$ cat config.mk
export PLATFORM = sky130hd
export DESIGN_NAME = bew_top
export DESIGN_NICKNAME = d
export VERILOG_FILES = /design/src/hdl/bew_pkg.sv /design/src/hdl/bew_top.sv /design/src/hdl/bew_evq.sv /design/src/hdl/bew_wdt.sv
export VERILOG_INCLUDE_DIRS = /design/src /design/src/hdl
export SDC_FILE = /design/constraint.sdc
export NUM_CORES = 1
export LEC_CHECK = 0
export ABC_CLOCK_PERIOD_IN_PS = 8700
export BUFFER_PORTS_ARGS = -buffer_cell sky130_fd_sc_hd__buf_2
export CORE_MARGIN = 2
export CORE_UTILIZATION = 60
export CTS_BUF_LIST = sky130_fd_sc_hd__clkbuf_4
export CTS_CLUSTER_DIAMETER = 150
export DETAILED_ROUTE_END_ITERATION = 16
export HOLD_SLACK_MARGIN = 0.03
export PLACE_DENSITY = 0.81
export SLEW_MARGIN = 20
export SYNTH_ARGS = -nofsm -noshare
export SYNTH_HDL_FRONTEND = slang
export SYNTH_SLANG_ARGS = --single-unit
$ cat constraint.sdc
create_clock -name sys_clk_in -period 8.7 [get_ports sys_clk_in]
set_clock_uncertainty 0.2 [all_clocks]
set_input_delay 0.87 -clock sys_clk_in [delete_from_list [all_inputs] [get_ports sys_clk_in]]
set_output_delay 0.87 -clock sys_clk_in [all_outputs]
set_load 0.05 [all_outputs]
$ cat src/hdl/bew_defines.svh
// Purpose: constants for the blade event forward and watchdog block
// Assumes: 100 MHz sys_clk_in, 32-bit register port
// Notes: offsets are byte addresses
// Contract
// - forward every sensor event to chassis manager
// - forwarding ignores local event log condition
// - set-receiver write retargets all later events
// - receiver address is 20h after reset
// - payload software events use extended message
// - extension identifier 02h in request and response
// - generator byte: address[7:1], type bit 0
// - second generator byte: reserved, lun or zero
// - bytes 4-10 follow standard event layout
// - get, set, reset watchdog commands supported
// - watchdog sensor asserts event per action
// - watchdog counts only in active states
// - leaving active states resets the watchdog
// - hard reset action resets payload only
// - power cycle action cycles payload only
// - power down forces deactivation in progress
// - pre-timeout actions optional, not provided
// - device unique identifier readable
// - system unique identifier optional, not provided
`ifndef BEW_DEFINES_SVH
`define BEW_DEFINES_SVH
`define BEW_OFF_CTRL     8'h00
`define BEW_OFF_EVR      8'h04
`define BEW_OFF_WD_LOAD  8'h08
`define BEW_OFF_WD_CMD   8'h0C
`define BEW_OFF_WD_STAT  8'h10
`define BEW_OFF_GEN      8'h14
`define BEW_OFF_EV_STAT  8'h18
`define BEW_OFF_UID0     8'h20
`define BEW_CTRL_RST     3'h1
`define BEW_EVR_RST      8'h20
`define BEW_EXT_ID       8'h02
`define BEW_WD_LOAD_RST  16'h000A
`define BEW_WD_DIRTYPE   8'h6F
`define BEW_ST_ACTIVE    3'h4
`define BEW_ST_DEACT_REQ 3'h5
`define BEW_ST_DEACT_PRG 3'h6
`define BEW_CLK_NS       10
`define BEW_WD_TICK_NS   100000000
`define BEW_FRAME_LAST   4'hA
`endif

$ cat src/hdl/bew_pkg.sv
// Purpose: types for the blade event forward and watchdog block
// Assumes: nothing
// Notes: event fields are raw; framing happens at send time
package bew_pkg;
   typedef struct packed {
      logic       sw;
      logic [6:0] sw_id;
      logic [1:0] lun;
      logic [7:0] stype;
      logic [7:0] snum;
      logic [7:0] dirtype;
      logic [7:0] d1;
      logic [7:0] d2;
      logic [7:0] d3;
   } bew_event_t;
   typedef struct packed {
      logic       valid;
      logic       last;
      logic [7:0] data;
   } bew_tx_t;
   typedef enum logic [1:0] {
      BEW_ACT_NONE = 2'b00, BEW_ACT_HARD_RESET = 2'b01,
      BEW_ACT_POWER_DOWN = 2'b10, BEW_ACT_POWER_CYCLE = 2'b11
   } bew_action_t;
   typedef enum logic [1:0] {
      BEW_IDLE = 2'b00, BEW_SEND = 2'b01, BEW_WAIT = 2'b10
   } bew_tx_state_t;
endpackage : bew_pkg

$ cat src/hdl/bew_top.sv
// Purpose: event forwarding to chassis manager, payload watchdog, unique id
// Assumes: all inputs come from logic on sys_clk_in
// Notes: every forwarded event uses the extended message
`timescale 1ns/1ps
`include "bew_defines.svh"
module bew_top #(
   parameter int          DEPTH    = 4,
   parameter int          AW       = 2,
   parameter int          TICK_CYC = `BEW_WD_TICK_NS / `BEW_CLK_NS,
   parameter logic [6:0]  GEN_ADDR = 7'h41,
   parameter logic [7:0]  EV_REV   = 8'h04,
   parameter logic [7:0]  WD_STYPE = 8'h23,
   parameter logic [7:0]  WD_SNUM  = 8'h01,
   // arbitrary value, replaced per unit at build time; no system id
   parameter logic [127:0] UID     = 128'h0123456789ABCDEF0011223344556677
) (
   input  wire logic                sys_clk_in,
   input  wire logic                rst_n_in,
   input  wire logic                ce_in,
   input  wire logic [7:0]          addr_in,
   input  wire logic [31:0]         wdata_in,
   input  wire logic                wr_in,
   input  wire logic                rd_in,
   output logic      [31:0]         rdata_out,
   input  wire bew_pkg::bew_event_t ev_in,
   input  wire logic                ev_valid_in,
   output logic                     ev_ready_out,
   input  wire logic [2:0]          op_state_in,
   output bew_pkg::bew_tx_t         tx_out,
   input  wire logic                tx_ready_in,
   input  wire logic                rsp_valid_in,
   input  wire logic [7:0]          rsp_cc_in,
   input  wire logic [7:0]          rsp_ext_in,
   output logic                     payload_reset_out,
   output logic                     power_cycle_out,
   output logic                     power_off_out,
   output logic                     force_deact_out
);
   localparam int EW = $bits(bew_pkg::bew_event_t);

   // byte idx of an outgoing frame; byte 0 is the receiver address
   function automatic logic [7:0] frame_byte(input bew_pkg::bew_event_t ev,
                                             input logic [7:0] tgt,
                                             input logic [6:0] gen,
                                             input logic [3:0] idx);
      logic [7:0] b;
      b = 8'h00;
      unique case (idx)
         4'h0: b = tgt;
         4'h1: b = `BEW_EXT_ID;
         4'h2: b = {ev.sw ? ev.sw_id : gen, ev.sw};
         4'h3: b = {6'h00, ev.sw ? 2'b00 : ev.lun};
         4'h4: b = EV_REV;
         4'h5: b = ev.stype;
         4'h6: b = ev.snum;
         4'h7: b = ev.dirtype;
         4'h8: b = ev.d1;
         4'h9: b = ev.d2;
         4'hA: b = ev.d3;
         default: b = 8'h00;
      endcase
      return b;
   endfunction : frame_byte

   logic [2:0]             ctrl_q;
   logic [7:0]             evr_q;
   logic [15:0]            wd_load_q;
   logic [6:0]             gen_q;
   logic                   wd_restart_q;
   logic                   wd_ev_pend_q;
   bew_pkg::bew_action_t   wd_act_last_q;
   logic [7:0]             rsp_cc_q;
   logic                   rsp_bad_q;
   logic [7:0]             sent_q;
   bew_pkg::bew_tx_state_t st_q;
   bew_pkg::bew_event_t    frame_q;
   logic [7:0]             tgt_q;
   logic [3:0]             idx_q;
   logic [2:0]             op_prev_q;

   wire                    fwd_en  = ctrl_q[0];
   wire bew_pkg::bew_action_t act  = bew_pkg::bew_action_t'(ctrl_q[2:1]);
   wire                    oper    = (op_state_in == `BEW_ST_ACTIVE) ||
                                     (op_state_in == `BEW_ST_DEACT_REQ);
   wire                    wr_ctrl = ce_in && wr_in && addr_in == `BEW_OFF_CTRL;
   wire                    wr_evr  = ce_in && wr_in && addr_in == `BEW_OFF_EVR;
   wire                    wr_load = ce_in && wr_in && addr_in == `BEW_OFF_WD_LOAD;
   wire                    wr_cmd  = ce_in && wr_in && addr_in == `BEW_OFF_WD_CMD;
   wire                    wr_gen  = ce_in && wr_in && addr_in == `BEW_OFF_GEN;

   logic                   wd_run;
   logic [15:0]            wd_cnt;
   logic                   wd_exp;
   logic [EW-1:0]          q_rdata;
   logic [AW:0]            q_level;

   wire bew_pkg::bew_event_t q_head = bew_pkg::bew_event_t'(q_rdata);
   wire                    q_full  = (q_level == (AW+1)'(DEPTH));
   wire                    ext_push = ev_valid_in && ev_ready_out;
   wire                    wd_push  = wd_ev_pend_q && !ext_push && !q_full;
   wire                    q_push   = ce_in && (ext_push || wd_push);
   // logging state plays no part in whether an event leaves
   wire                    start    = (st_q == bew_pkg::BEW_IDLE) && fwd_en &&
                                      (q_level != '0);
   wire                    q_pop    = ce_in && start;
   wire                    tx_take  = tx_out.valid && tx_ready_in;
   wire [AW:0]             lvl_nx   = q_level + (AW+1)'(q_push) - (AW+1)'(q_pop);

   wire bew_pkg::bew_event_t wd_ev = '{sw: 1'b0, sw_id: 7'h00, lun: 2'b00,
                                       stype: WD_STYPE, snum: WD_SNUM,
                                       dirtype: `BEW_WD_DIRTYPE,
                                       d1: {6'h00, wd_act_last_q},
                                       d2: 8'hFF, d3: 8'hFF};
   wire [EW-1:0]           q_wdata  = ext_push ? EW'(ev_in) : EW'(wd_ev);

   wire [31:0] rd_mux =
      (addr_in == `BEW_OFF_CTRL)      ? {29'h0, ctrl_q} :
      (addr_in == `BEW_OFF_EVR)       ? {24'h0, evr_q} :
      (addr_in == `BEW_OFF_WD_LOAD)   ? {16'h0, wd_load_q} :
      (addr_in == `BEW_OFF_WD_CMD)    ? {16'h0, wd_cnt} :
      (addr_in == `BEW_OFF_WD_STAT)   ? {27'h0, wd_ev_pend_q, wd_act_last_q, oper,
                                         wd_run} :
      (addr_in == `BEW_OFF_GEN)       ? {25'h0, gen_q} :
      (addr_in == `BEW_OFF_EV_STAT)   ? {7'h0, rsp_bad_q, sent_q, rsp_cc_q,
                                         5'h0, 3'(q_level)} :
      (addr_in == `BEW_OFF_UID0)      ? UID[31:0] :
      (addr_in == `BEW_OFF_UID0 + 8'h04) ? UID[63:32] :
      (addr_in == `BEW_OFF_UID0 + 8'h08) ? UID[95:64] :
      (addr_in == `BEW_OFF_UID0 + 8'h0C) ? UID[127:96] : 32'h0000_0000;

   bew_evq #(.W(EW), .DEPTH(DEPTH), .AW(AW)) u_q (
      .clk_in    (sys_clk_in),
      .rst_n_in  (rst_n_in),
      .ce_in     (ce_in),
      .push_in   (q_push),
      .wdata_in  (q_wdata),
      .pop_in    (q_pop),
      .rdata_out (q_rdata),
      .level_out (q_level)
   );

   bew_wdt #(.TICK_CYC(TICK_CYC), .CW(16)) u_wdt (
      .clk_in     (sys_clk_in),
      .rst_n_in   (rst_n_in),
      .ce_in      (ce_in),
      .oper_in    (oper),
      .restart_in (wd_restart_q),
      .load_in    (wd_load_q),
      .run_out    (wd_run),
      .cnt_out    (wd_cnt),
      .expire_out (wd_exp)
   );

   // register port: get/set/reset watchdog live here
   always_ff @(posedge sys_clk_in or negedge rst_n_in)
   begin
      if (!rst_n_in)
      begin
         ctrl_q       <= `BEW_CTRL_RST;   // forwarding on by default
         evr_q        <= `BEW_EVR_RST;
         wd_load_q    <= `BEW_WD_LOAD_RST;
         gen_q        <= 7'h00;
         wd_restart_q <= 1'b0;
         rdata_out    <= 32'h0000_0000;
         op_prev_q    <= 3'h0;
      end
      else if (ce_in)
      begin
         if (wr_ctrl)
            ctrl_q <= wdata_in[2:0];
         if (wr_evr)
            evr_q <= wdata_in[7:0];
         if (wr_load)
            wd_load_q <= wdata_in[15:0];
         gen_q        <= wr_gen ? wdata_in[6:0] : (op_prev_q == 3'h0 ? GEN_ADDR : gen_q);
         wd_restart_q <= wr_cmd;
         rdata_out    <= rd_in ? rd_mux : 32'h0000_0000;
         op_prev_q    <= 3'h7;
      end
   end

   // watchdog expiry actions and sensor event
   always_ff @(posedge sys_clk_in or negedge rst_n_in)
   begin
      if (!rst_n_in)
      begin
         payload_reset_out <= 1'b0;
         power_cycle_out   <= 1'b0;
         power_off_out     <= 1'b0;
         force_deact_out   <= 1'b0;
         wd_ev_pend_q      <= 1'b0;
         wd_act_last_q     <= bew_pkg::BEW_ACT_NONE;
      end
      else if (ce_in)
      begin
         payload_reset_out <= wd_exp && act == bew_pkg::BEW_ACT_HARD_RESET;
         power_cycle_out   <= wd_exp && act == bew_pkg::BEW_ACT_POWER_CYCLE;
         force_deact_out   <= wd_exp && act == bew_pkg::BEW_ACT_POWER_DOWN;
         // power stays off until op_state_in falls below the active state
         if (wd_exp && act == bew_pkg::BEW_ACT_POWER_DOWN)
            power_off_out <= 1'b1;
         else if (op_state_in < `BEW_ST_ACTIVE)
            power_off_out <= 1'b0;
         if (wd_exp && act != bew_pkg::BEW_ACT_NONE)
         begin
            wd_ev_pend_q  <= 1'b1;       // set wins over the drain
            wd_act_last_q <= act;
         end
         else if (wd_push)
            wd_ev_pend_q <= 1'b0;
      end
   end

   // sender: one frame at a time, oldest first
   always_ff @(posedge sys_clk_in or negedge rst_n_in)
   begin
      if (!rst_n_in)
      begin
         st_q         <= bew_pkg::BEW_IDLE;
         tx_out       <= '0;
         frame_q      <= '0;
         tgt_q        <= 8'h00;
         idx_q        <= 4'h0;
         ev_ready_out <= 1'b0;
         rsp_cc_q     <= 8'h00;
         rsp_bad_q    <= 1'b0;
         sent_q       <= 8'h00;
      end
      else if (ce_in)
      begin
         ev_ready_out <= (lvl_nx != (AW+1)'(DEPTH));
         unique case (st_q)
            bew_pkg::BEW_IDLE:
               if (start)
               begin
                  frame_q <= q_head;
                  tgt_q   <= evr_q;      // receiver as it stands now
                  idx_q   <= 4'h0;
                  tx_out  <= '{valid: 1'b1, last: 1'b0,
                               data: frame_byte(q_head, evr_q, gen_q, 4'h0)};
                  st_q    <= bew_pkg::BEW_SEND;
               end
            bew_pkg::BEW_SEND:
               if (tx_take)
               begin
                  if (tx_out.last)
                  begin
                     tx_out <= '0;
                     st_q   <= bew_pkg::BEW_WAIT;
                  end
                  else
                  begin
                     idx_q  <= idx_q + 4'h1;
                     tx_out <= '{valid: 1'b1,
                                 last: (idx_q + 4'h1) == `BEW_FRAME_LAST,
                                 data: frame_byte(frame_q, tgt_q, gen_q, idx_q + 4'h1)};
                  end
               end
            bew_pkg::BEW_WAIT:
               if (rsp_valid_in)
               begin
                  rsp_cc_q  <= rsp_cc_in;
                  rsp_bad_q <= (rsp_ext_in != `BEW_EXT_ID);
                  sent_q    <= sent_q + 8'h01;
                  st_q      <= bew_pkg::BEW_IDLE;
               end
            default:
               st_q <= bew_pkg::BEW_IDLE;
         endcase
      end
   end

   property p_evr_init;
      @(posedge sys_clk_in) $rose(rst_n_in) |-> evr_q == `BEW_EVR_RST;
   endproperty
   a_evr_init: assert property (p_evr_init) else $error("receiver not 20h");
   property p_ext_id;
      @(posedge sys_clk_in) disable iff (!rst_n_in)
         tx_out.valid && idx_q == 4'h1 |-> tx_out.data == `BEW_EXT_ID;
   endproperty
   a_ext_id: assert property (p_ext_id) else $error("bad extension id");
   property p_gen1;
      @(posedge sys_clk_in) disable iff (!rst_n_in)
         tx_out.valid && idx_q == 4'h2 |-> tx_out.data[0] == frame_q.sw &&
            (frame_q.sw || tx_out.data[7:1] == gen_q);
   endproperty
   a_gen1: assert property (p_gen1) else $error("generator byte 1 wrong");
   property p_gen2;
      @(posedge sys_clk_in) disable iff (!rst_n_in)
         tx_out.valid && idx_q == 4'h3 |-> tx_out.data[7:2] == 6'h00 &&
            (!frame_q.sw || tx_out.data[1:0] == 2'b00);
   endproperty
   a_gen2: assert property (p_gen2) else $error("generator byte 2 wrong");
   property p_target;
      @(posedge sys_clk_in) disable iff (!rst_n_in)
         ce_in && start |=> tx_out.valid && tx_out.data == $past(evr_q) ##0
            (tx_out.data == tgt_q);
   endproperty
   a_target: assert property (p_target) else $error("frame not to receiver");
   property p_inert;
      @(posedge sys_clk_in) disable iff (!rst_n_in)
         ce_in && !oper |=> !wd_run && !wd_exp ##1 !wd_exp;
   endproperty
   a_inert: assert property (p_inert) else $error("watchdog ran off-state");
   property p_leave;
      @(posedge sys_clk_in) disable iff (!rst_n_in)
         // counter shows the load value one edge after each enabled cycle outside the active states with no load write
         rst_n_in && ce_in && !oper && !wr_load |=> wd_cnt == wd_load_q;
   endproperty
   a_leave: assert property (p_leave) else $error("watchdog not reset");
   property p_hard;
      @(posedge sys_clk_in) disable iff (!rst_n_in)
         ce_in && wd_exp && act == bew_pkg::BEW_ACT_HARD_RESET |=>
            payload_reset_out && !force_deact_out && !power_cycle_out;
   endproperty
   a_hard: assert property (p_hard) else $error("hard reset action wrong");
   property p_cycle;
      @(posedge sys_clk_in) disable iff (!rst_n_in)
         ce_in && wd_exp && act == bew_pkg::BEW_ACT_POWER_CYCLE |=>
            power_cycle_out && !force_deact_out;
   endproperty
   a_cycle: assert property (p_cycle) else $error("power cycle action wrong");
   property p_down;
      @(posedge sys_clk_in) disable iff (!rst_n_in)
         ce_in && wd_exp && act == bew_pkg::BEW_ACT_POWER_DOWN |=>
            power_off_out && force_deact_out;
   endproperty
   a_down: assert property (p_down) else $error("power down action wrong");
   property p_wd_ev;
      @(posedge sys_clk_in) disable iff (!rst_n_in)
         ce_in && wd_exp && act != bew_pkg::BEW_ACT_NONE |=> wd_ev_pend_q;
   endproperty
   a_wd_ev: assert property (p_wd_ev) else $error("no watchdog event");
   property p_fwd;
      @(posedge sys_clk_in) disable iff (!rst_n_in)
         st_q == bew_pkg::BEW_IDLE && fwd_en && q_level != '0 && ce_in
            |=> st_q == bew_pkg::BEW_SEND;
   endproperty
   a_fwd: assert property (p_fwd) else $error("queued event not sent");

   c_frame: cover property (@(posedge sys_clk_in) tx_take && tx_out.last);
   c_sw_ev: cover property (@(posedge sys_clk_in) start && q_head.sw);
   c_expire: cover property (@(posedge sys_clk_in) wd_exp);
   c_full: cover property (@(posedge sys_clk_in) q_full);
endmodule : bew_top

$ cat src/hdl/bew_evq.sv
// Purpose: in-order event queue in flip-flops
// Assumes: caller never pushes when full nor pops when empty
// Notes: rdata shows the oldest entry
`timescale 1ns/1ps
module bew_evq #(
   parameter int W     = 58,
   parameter int DEPTH = 4,
   parameter int AW    = 2
) (
   input  wire logic          clk_in,
   input  wire logic          rst_n_in,
   input  wire logic          ce_in,
   input  wire logic          push_in,
   input  wire logic [W-1:0]  wdata_in,
   input  wire logic          pop_in,
   output logic      [W-1:0]  rdata_out,
   output logic      [AW:0]   level_out
);
   logic [W-1:0]  mem_q [DEPTH];
   logic [AW-1:0] wp_q;
   logic [AW-1:0] rp_q;
   assign rdata_out = mem_q[rp_q];
   always_ff @(posedge clk_in or negedge rst_n_in)
   begin
      if (!rst_n_in)
      begin
         wp_q      <= '0;
         rp_q      <= '0;
         level_out <= '0;
      end
      else if (ce_in)
      begin
         if (push_in)
            wp_q <= wp_q + 1'b1;
         if (pop_in)
            rp_q <= rp_q + 1'b1;
         level_out <= level_out + (AW+1)'(push_in) - (AW+1)'(pop_in);
      end
   end
   always_ff @(posedge clk_in)
   begin
      if (ce_in && push_in)
         mem_q[wp_q] <= wdata_in;
   end
endmodule : bew_evq

$ cat src/hdl/bew_wdt.sv
// Purpose: payload watchdog countdown
// Assumes: oper_in is high only in the two active states
// Notes: expire_out is a one-cycle pulse
`timescale 1ns/1ps
module bew_wdt #(
   parameter int TICK_CYC = 10000000,
   parameter int CW       = 16
) (
   input  wire logic          clk_in,
   input  wire logic          rst_n_in,
   input  wire logic          ce_in,
   input  wire logic          oper_in,
   input  wire logic          restart_in,
   input  wire logic [CW-1:0] load_in,
   output logic               run_out,
   output logic      [CW-1:0] cnt_out,
   output logic               expire_out
);
   localparam int PW = $clog2(TICK_CYC + 1);
   logic [PW-1:0] presc_q;
   wire           tick = (presc_q == PW'(TICK_CYC - 1));
   always_ff @(posedge clk_in or negedge rst_n_in)
   begin
      if (!rst_n_in)
      begin
         run_out    <= 1'b0;
         cnt_out    <= '0;
         expire_out <= 1'b0;
         presc_q    <= '0;
      end
      else if (ce_in)
      begin
         expire_out <= 1'b0;
         presc_q    <= tick ? '0 : presc_q + 1'b1;
         if (!oper_in)
         begin
            // inert and held in reset outside active states
            run_out <= 1'b0;
            cnt_out <= load_in;
            presc_q <= '0;
         end
         else if (restart_in)
         begin
            run_out <= 1'b1;
            cnt_out <= load_in;
            presc_q <= '0;
         end
         else if (run_out && tick)
         begin
            if (cnt_out <= CW'(1))
            begin
               run_out    <= 1'b0; // acts once, then waits for restart
               cnt_out    <= '0;
               expire_out <= 1'b1; // no pre-timeout stage
            end
            else
               cnt_out <= cnt_out - 1'b1;
         end
      end
   end
endmodule : bew_wdt

======== After elaboration in Yosys (flattened, before gate mapping) ========
Memory sizes are Yosys's and may differ from the RTL's. A register that Yosys moved wholly into a read port is not among the register bits.
Index checks and enable logic that the tools add are counted.
word-level totals
  memories ................................ 1
  register bits ........................... 166
  bits in writable memories ............... 232
  input port bits ......................... 125
operators by class
  order comparisons ....................... 2
  reductions and logical operators ........ 51
  add/sub/neg operators ................... 8
  mux-type cells .......................... 52
  equal/unequal tests ..................... 38
memories
  memory     depth  bits a word  read ports  clocked after memory_dff  wr ports  RTL line       source
  u_q.mem_q  4      58           1           1                         1         bew_evq.sv:19  logic [W-1:0] mem_q [DEPTH];
operators with widths
  operator                                               number
  two-way mux 32 bit                                     11
  case mux 8 bit (11 select lines)                       1
  two-way mux 24 bit                                     3
  two-way mux 16 bit                                     4
  two-way mux 58 bit                                     1
  equality test 8 x 6 -> 1 bit (second input constant)   4
  two-way mux 10 bit                                     3
  two-way mux 25 bit                                     1
  adder 24 x 1 -> 24 bit (second input constant)         1
  equality test 24 bit (second input constant)           1
  equality test 8 x 5 -> 1 bit (second input constant)   3
  two-way mux 7 bit                                      3
  logical AND 1 bit                                      20
  case mux 10 bit (2 select lines)                       1
  AND reduction 2 bit                                    10
  equality test 4 x 3 -> 1 bit (second input constant)   4
  equality test 8 x 4 -> 1 bit (second input constant)   2
  <= comparator 16 x 1 -> 1 bit (second input constant)  1
  subtractor 16 x 1 -> 16 bit (second input constant)    1
  two-way mux 1 bit                                      14
  equality test 4 bit (second input constant)            3
  two-way mux 4 bit                                      3
  two-way mux 2 bit                                      5
  != test 2 bit (second input constant)                  5
  28 further kinds                                       46

======== Longest topological paths before layout ========
  depth in word-level cells ............... 13
  mapped depth ............................ 15

======== Cells and area by module ========
From an unflattened synthesis, not the netlist that was laid out.
unflattened totals
  cells, all modules ...................... 1546
  area, all modules ....................... 20093.0 µm²
modules (own cells, without submodules)
  module   area each (µm²)  times used  cells an instance
  bew_evq  8851.0           1           342
  bew_top  8844.7           1           924
  bew_wdt  2397.3           1           280

======== Worst setup path before layout ========
No wires, ideal clock.
  path kind ............................... input -> register
  from .................................... in ce_in
  to ...................................... mem u_q.mem_q[0][0], enable pin
  data required time ...................... 8.078 ns
  library setup time ...................... 0.422 ns
  cell stages on the path ................. 5
  arrival ................................. 3.034 ns
  slack ................................... 5.044 ns
  path buffers ............................ 2
  cells stage by stage .................... clkbuf_8 > inv_1 > clkbuf_1 > a21oi_1 > and2_1
between the ends
  longest elaborated chain between the ends .. 4
ends and longest elaborated chain
  item                                         RTL line        source
  from (decl)                                  bew_top.sv:19   input wire logic ce_in,
  logical AND 1 bit                            bew_top.sv:101  wire q_push = ce_in && (ext_push || wd_push);
  logical AND 1 bit (*)                        bew_evq.sv:42   if (ce_in && push_in)
  two-way mux 1 bit (*)                        bew_evq.sv:42
  two-way mux 1 bit (not written as such) (*)  bew_evq.sv:43   mem_q[wp_q] <= wdata_in;
  to (decl)                                    bew_evq.sv:19
Mark *: on every way between the ends. The rest lies on a longest branch, timed or not.

======== Final worst setup path ========
  from .................................... reg st_q[0]
  to ...................................... reg ev_ready_out
between the ends
  longest elaborated chain between the ends .. 6
ends and longest elaborated chain
  item                             RTL line        source
  from (decl)                      bew_top.sv:75   bew_pkg::bew_tx_state_t st_q;
  from (signal assigned)           bew_top.sv:219  st_q <= bew_pkg::BEW_IDLE;
  from (signal assigned)           bew_top.sv:241  st_q <= bew_pkg::BEW_SEND;
  from (signal assigned)           bew_top.sv:249  st_q <= bew_pkg::BEW_WAIT;
  logical NOT 2 bit                bew_top.sv:103  wire start = (st_q == bew_pkg::BEW_IDLE) && fwd_en &&
  logical AND 1 bit (2 in series)  bew_top.sv:103
  logical AND 1 bit                bew_top.sv:105  wire q_pop = ce_in && start;
  subtractor 3 x 1 -> 3 bit        bew_top.sv:107  wire [AW:0] lvl_nx = q_level + (AW+1)'(q_push) - (AW+1)'(q_pop);
  != test 3 bit                    bew_top.sv:231  ev_ready_out <= (lvl_nx != (AW+1)'(DEPTH));
  to (signal assigned)             bew_top.sv:231
  to (decl)                        bew_top.sv:27   output logic ev_ready_out,
Every way passes these cells.
A chain may end at the register's enable or synchronous reset.

==> impl_metrics.yaml <==
power:
  p_sw_mw: 1.516
  power_density_nw_per_um2: 231.5
  swShare: 0.2893
  ir_drop_v: 0.0001738
  p_seq_frac: 0.490
  pwr-share-clk: 0.346
  combinationalPowerShare: 0.164
  internal_power_mw: 3.724
  power.total_mw: 5.240
  leakage_nw: 9.199
detailed_routing:
  first_iter_violations: 1164
  via_per_inst: 6.073
  wl_mm: 47.08
  dr_total_vias: 13536
  wl_per_cell_um: 21.12
  firstDrtPassIters: 5
  drc_errors: 0
  drtAntennaViolNets: 0
critical_path:
  startpoint_type: "flop"
  r2r-start: "st_q[0]"
  crit_path_start: "st_q[0]"
  crit_arrival_ps: 4200
  required_ps: 9140
  slowest_stage: "o21ai_2"
  timing.critical_path.slowest_cell_delay_ps: 770
  path_max_fanout: 23
  crit_path_cell_trace: "inv_1, and3_1, o21ai_2, nor2_4, ha_1, inv_1, ha_1, fa_1, xnor2_1, xnor2_1, nor3_1, a21oi_1"
  crit_type: "reg2reg"
  endpoint_kind: "flop"
grt:
  grt_use_total: 0.2739
  antenna_found_initial: 2
  grt_max_degree: 93
  overflow: 0
  grt_pass1_wl_mm: 74.65
  grt_pass1_vias: 13782
synthesis:
  yosysSeqAreaShare: 0.6222
  synth_edf_count: 232
  ys_seq_elements: 451
  async_reset_ff_frac: 0.4856
  synth_cell_type_count: 81
  synth_area_per_cell_um2: 13.37
  synth.largest_area_cell: "edfxtp_1"
  yosysWarnings: 0
  syn_inst: 1497
  synth_top_cells_by_area: "edfxtp_1 (35%), dfrtp_1 (27%), mux4_2 (6.5%)"
  yosysTopAreaCellShare: 0.3481
  synth-main-ff-cell: "edfxtp_1"
  syn-cell-area_um2: 20010
sta:
  finalSetupViolCount: 0
  finalCritPeriodShare: 0.4318
  clock.fmax_mhz: 266.2
  rsz0062_at_grt: "false"
  tns_ps: 0
  max_slew_margin: 0.2772
  finalWorstSetupSlack_ps: 4943
  fin_crit_ps: 3757
  tightest_slew_ps: 1084
  hold_viol: 0
  maxSlewViolCount: 0
clock_network:
  cts_buffers: 110
  cts.sinks: 451
  root_buffer: "clkbuf_4"
  cts_setup_buffers: 0
  cts.clk_slew.worst_paths_ps: 60
  cts_tree: "yes"
  insertion_delay_ps: 810
  clk_path_buf_depth: 3
  ctsHtreeMaxLevel: 3
cells_and_area:
  syn_to_final_growth_pct: 13.11
  utilization: 0.6923
  fin_cells: 2229
  layout.nets: 1835
  drive_gt1_frac: 0.3219
  final_cell_mix: "edfxtp_1 (232), dfrtp_1 (213), clkbuf_4 (179)"
  final_common_cell: "edfxtp_1"
min_path:
  hold_start: "rsp_cc_in[5]"
  hold_class: "in2reg"
placed_design:
  dp_cells: 2021
  place_congestion: 0.9552
  io_buffers: 151
  dp_slack_ps: 4660
  dp_hpwl_mm: 30.38
flow_run:
  cap_violations: 0
floorplanning:
  initial_core_util: 0.6120
  dieArea_um2: 34830
  core_um2: 32700
  die_height_um: 186.6
  pin_count: 172
  fp-row-count: 66
  die_w_um: 186.6
status:
  status: "complete, no violations"
-- metrics by stage --
step | hold slack (ps) | instance area (um2)
after floorplan | 245.5 | 20020
after global placement | 260.1 | 21100
after detailed placement | 262.4 | 21100
after CTS | 32.19 | 22620
after global routing | 37.95 | 22640
final | 91.69 | 22640
-- critical path, delay by kind of cell, from the launching register on --
kind / cells / cell delay (ps)
adders and majority gates: 3 / 890
AOI/OAI and AO/OA: 2 / 850
DFF: 1 / 570
and+or+nand+nor: 3 / 430
buffers and inverters: 2 / 320
xor gates and xnor gates: 2 / 340
-- layout make-up --
| cell class | instances | area (um2) |
|---|---|---|
| clock buffers | 179 | 1344 |
| multi-input cells | 930 | 7087 |
| clock inverters | 22 | 152.6 |
| fillers | 2311 | 10060 |
| diodes | 4 | 10.01 |
| repair buffers | 170 | 915.9 |
| well taps | 442 | 553.0 |
| flip-flops and latches | 451 | 12460 |
| inverters | 31 | 116.4 |
-- sequential cells by signal, summed over array words and instances, names as in the netlist, 8 cells and up --
register / flops
u_wdt.presc_q: 24
tx_out: 10
u_wdt.cnt_out: 16
wd_load_q: 16
u_q.mem_q: 232
frame_q: 58
rsp_cc_q: 8
evr_q: 8
rdata_out: 27
sent_q: 8
tgt_q: 8
-- final timing paths --
check                      slack, ps                end  cells past startpoint
setup / recovery                4940       ev_ready_out                     12
hold / removal                    90        rsp_cc_q[5]                      3
setup reg to reg                4940       ev_ready_out                     12
hold reg to reg                  280        rsp_cc_q[0]                      2
max in group asynchronous       6440  u_wdt.presc_q[17]                      3
min in group asynchronous        500        rsp_cc_q[1]                      2
-- cells by family after synthesis --
group,share of synthesized area
DFF,0.6222
and+or+nand+nor,0.1080
AOI/OAI and AO/OA,0.09227
muxes,0.1256
buffers and inverters,0.02526
xor gates and xnor gates,0.01619
adders and majority gates,0.01038
other,0.0001874
-- what timing repair did --
action / CTS / global route
hold buffers: 3 / 0
gates resized for setup: 0 / 0
hold endpoints to repair: 92 / 0
-- synth_stat cells, drive strengths merged, types with 12 or more instances --
cell,instances
mux2,101
nor2,104
nand4,12
mux4,58
nor4,16
buf,18
o2bb2ai,16
a22oi,28
nor3,18
xnor2,25
a21oi,55
ha,15
clkbuf,69
inv,30
dfrtp,215
nand3,38
o21ai,87
and3,39
xor2,12
edfxtp,232
nand2,114
or2,33
-- power by group through the flow --
stage	clock network, mW	logic, mW	registers, mW
6_report	1.81	0.860	2.57
3_5_place_dp	0	0.850	2.60
4_1_cts	1.85	0.855	2.56
5_1_grt	1.97	0.941	2.58
2_1_floorplan	0	0.589	2.59
3_3_place_gp	0	0.832	2.59
-- metal layers --
layer / GRT usage / vias up / part of all wire / routed length [um]
li1: - / 6115 / - / -
met1: 0.3616 / 6831 / 0.41 / 19420
met2: 0.4532 / 510 / 0.50 / 23550
met3: 0.05699 / 80 / 0.061 / 2895
met4: 0.1010 / 0 / 0.026 / 1210
met5: 0 / - / 0 / 0
No activity file was read; power rests on OpenSTA's default activity.
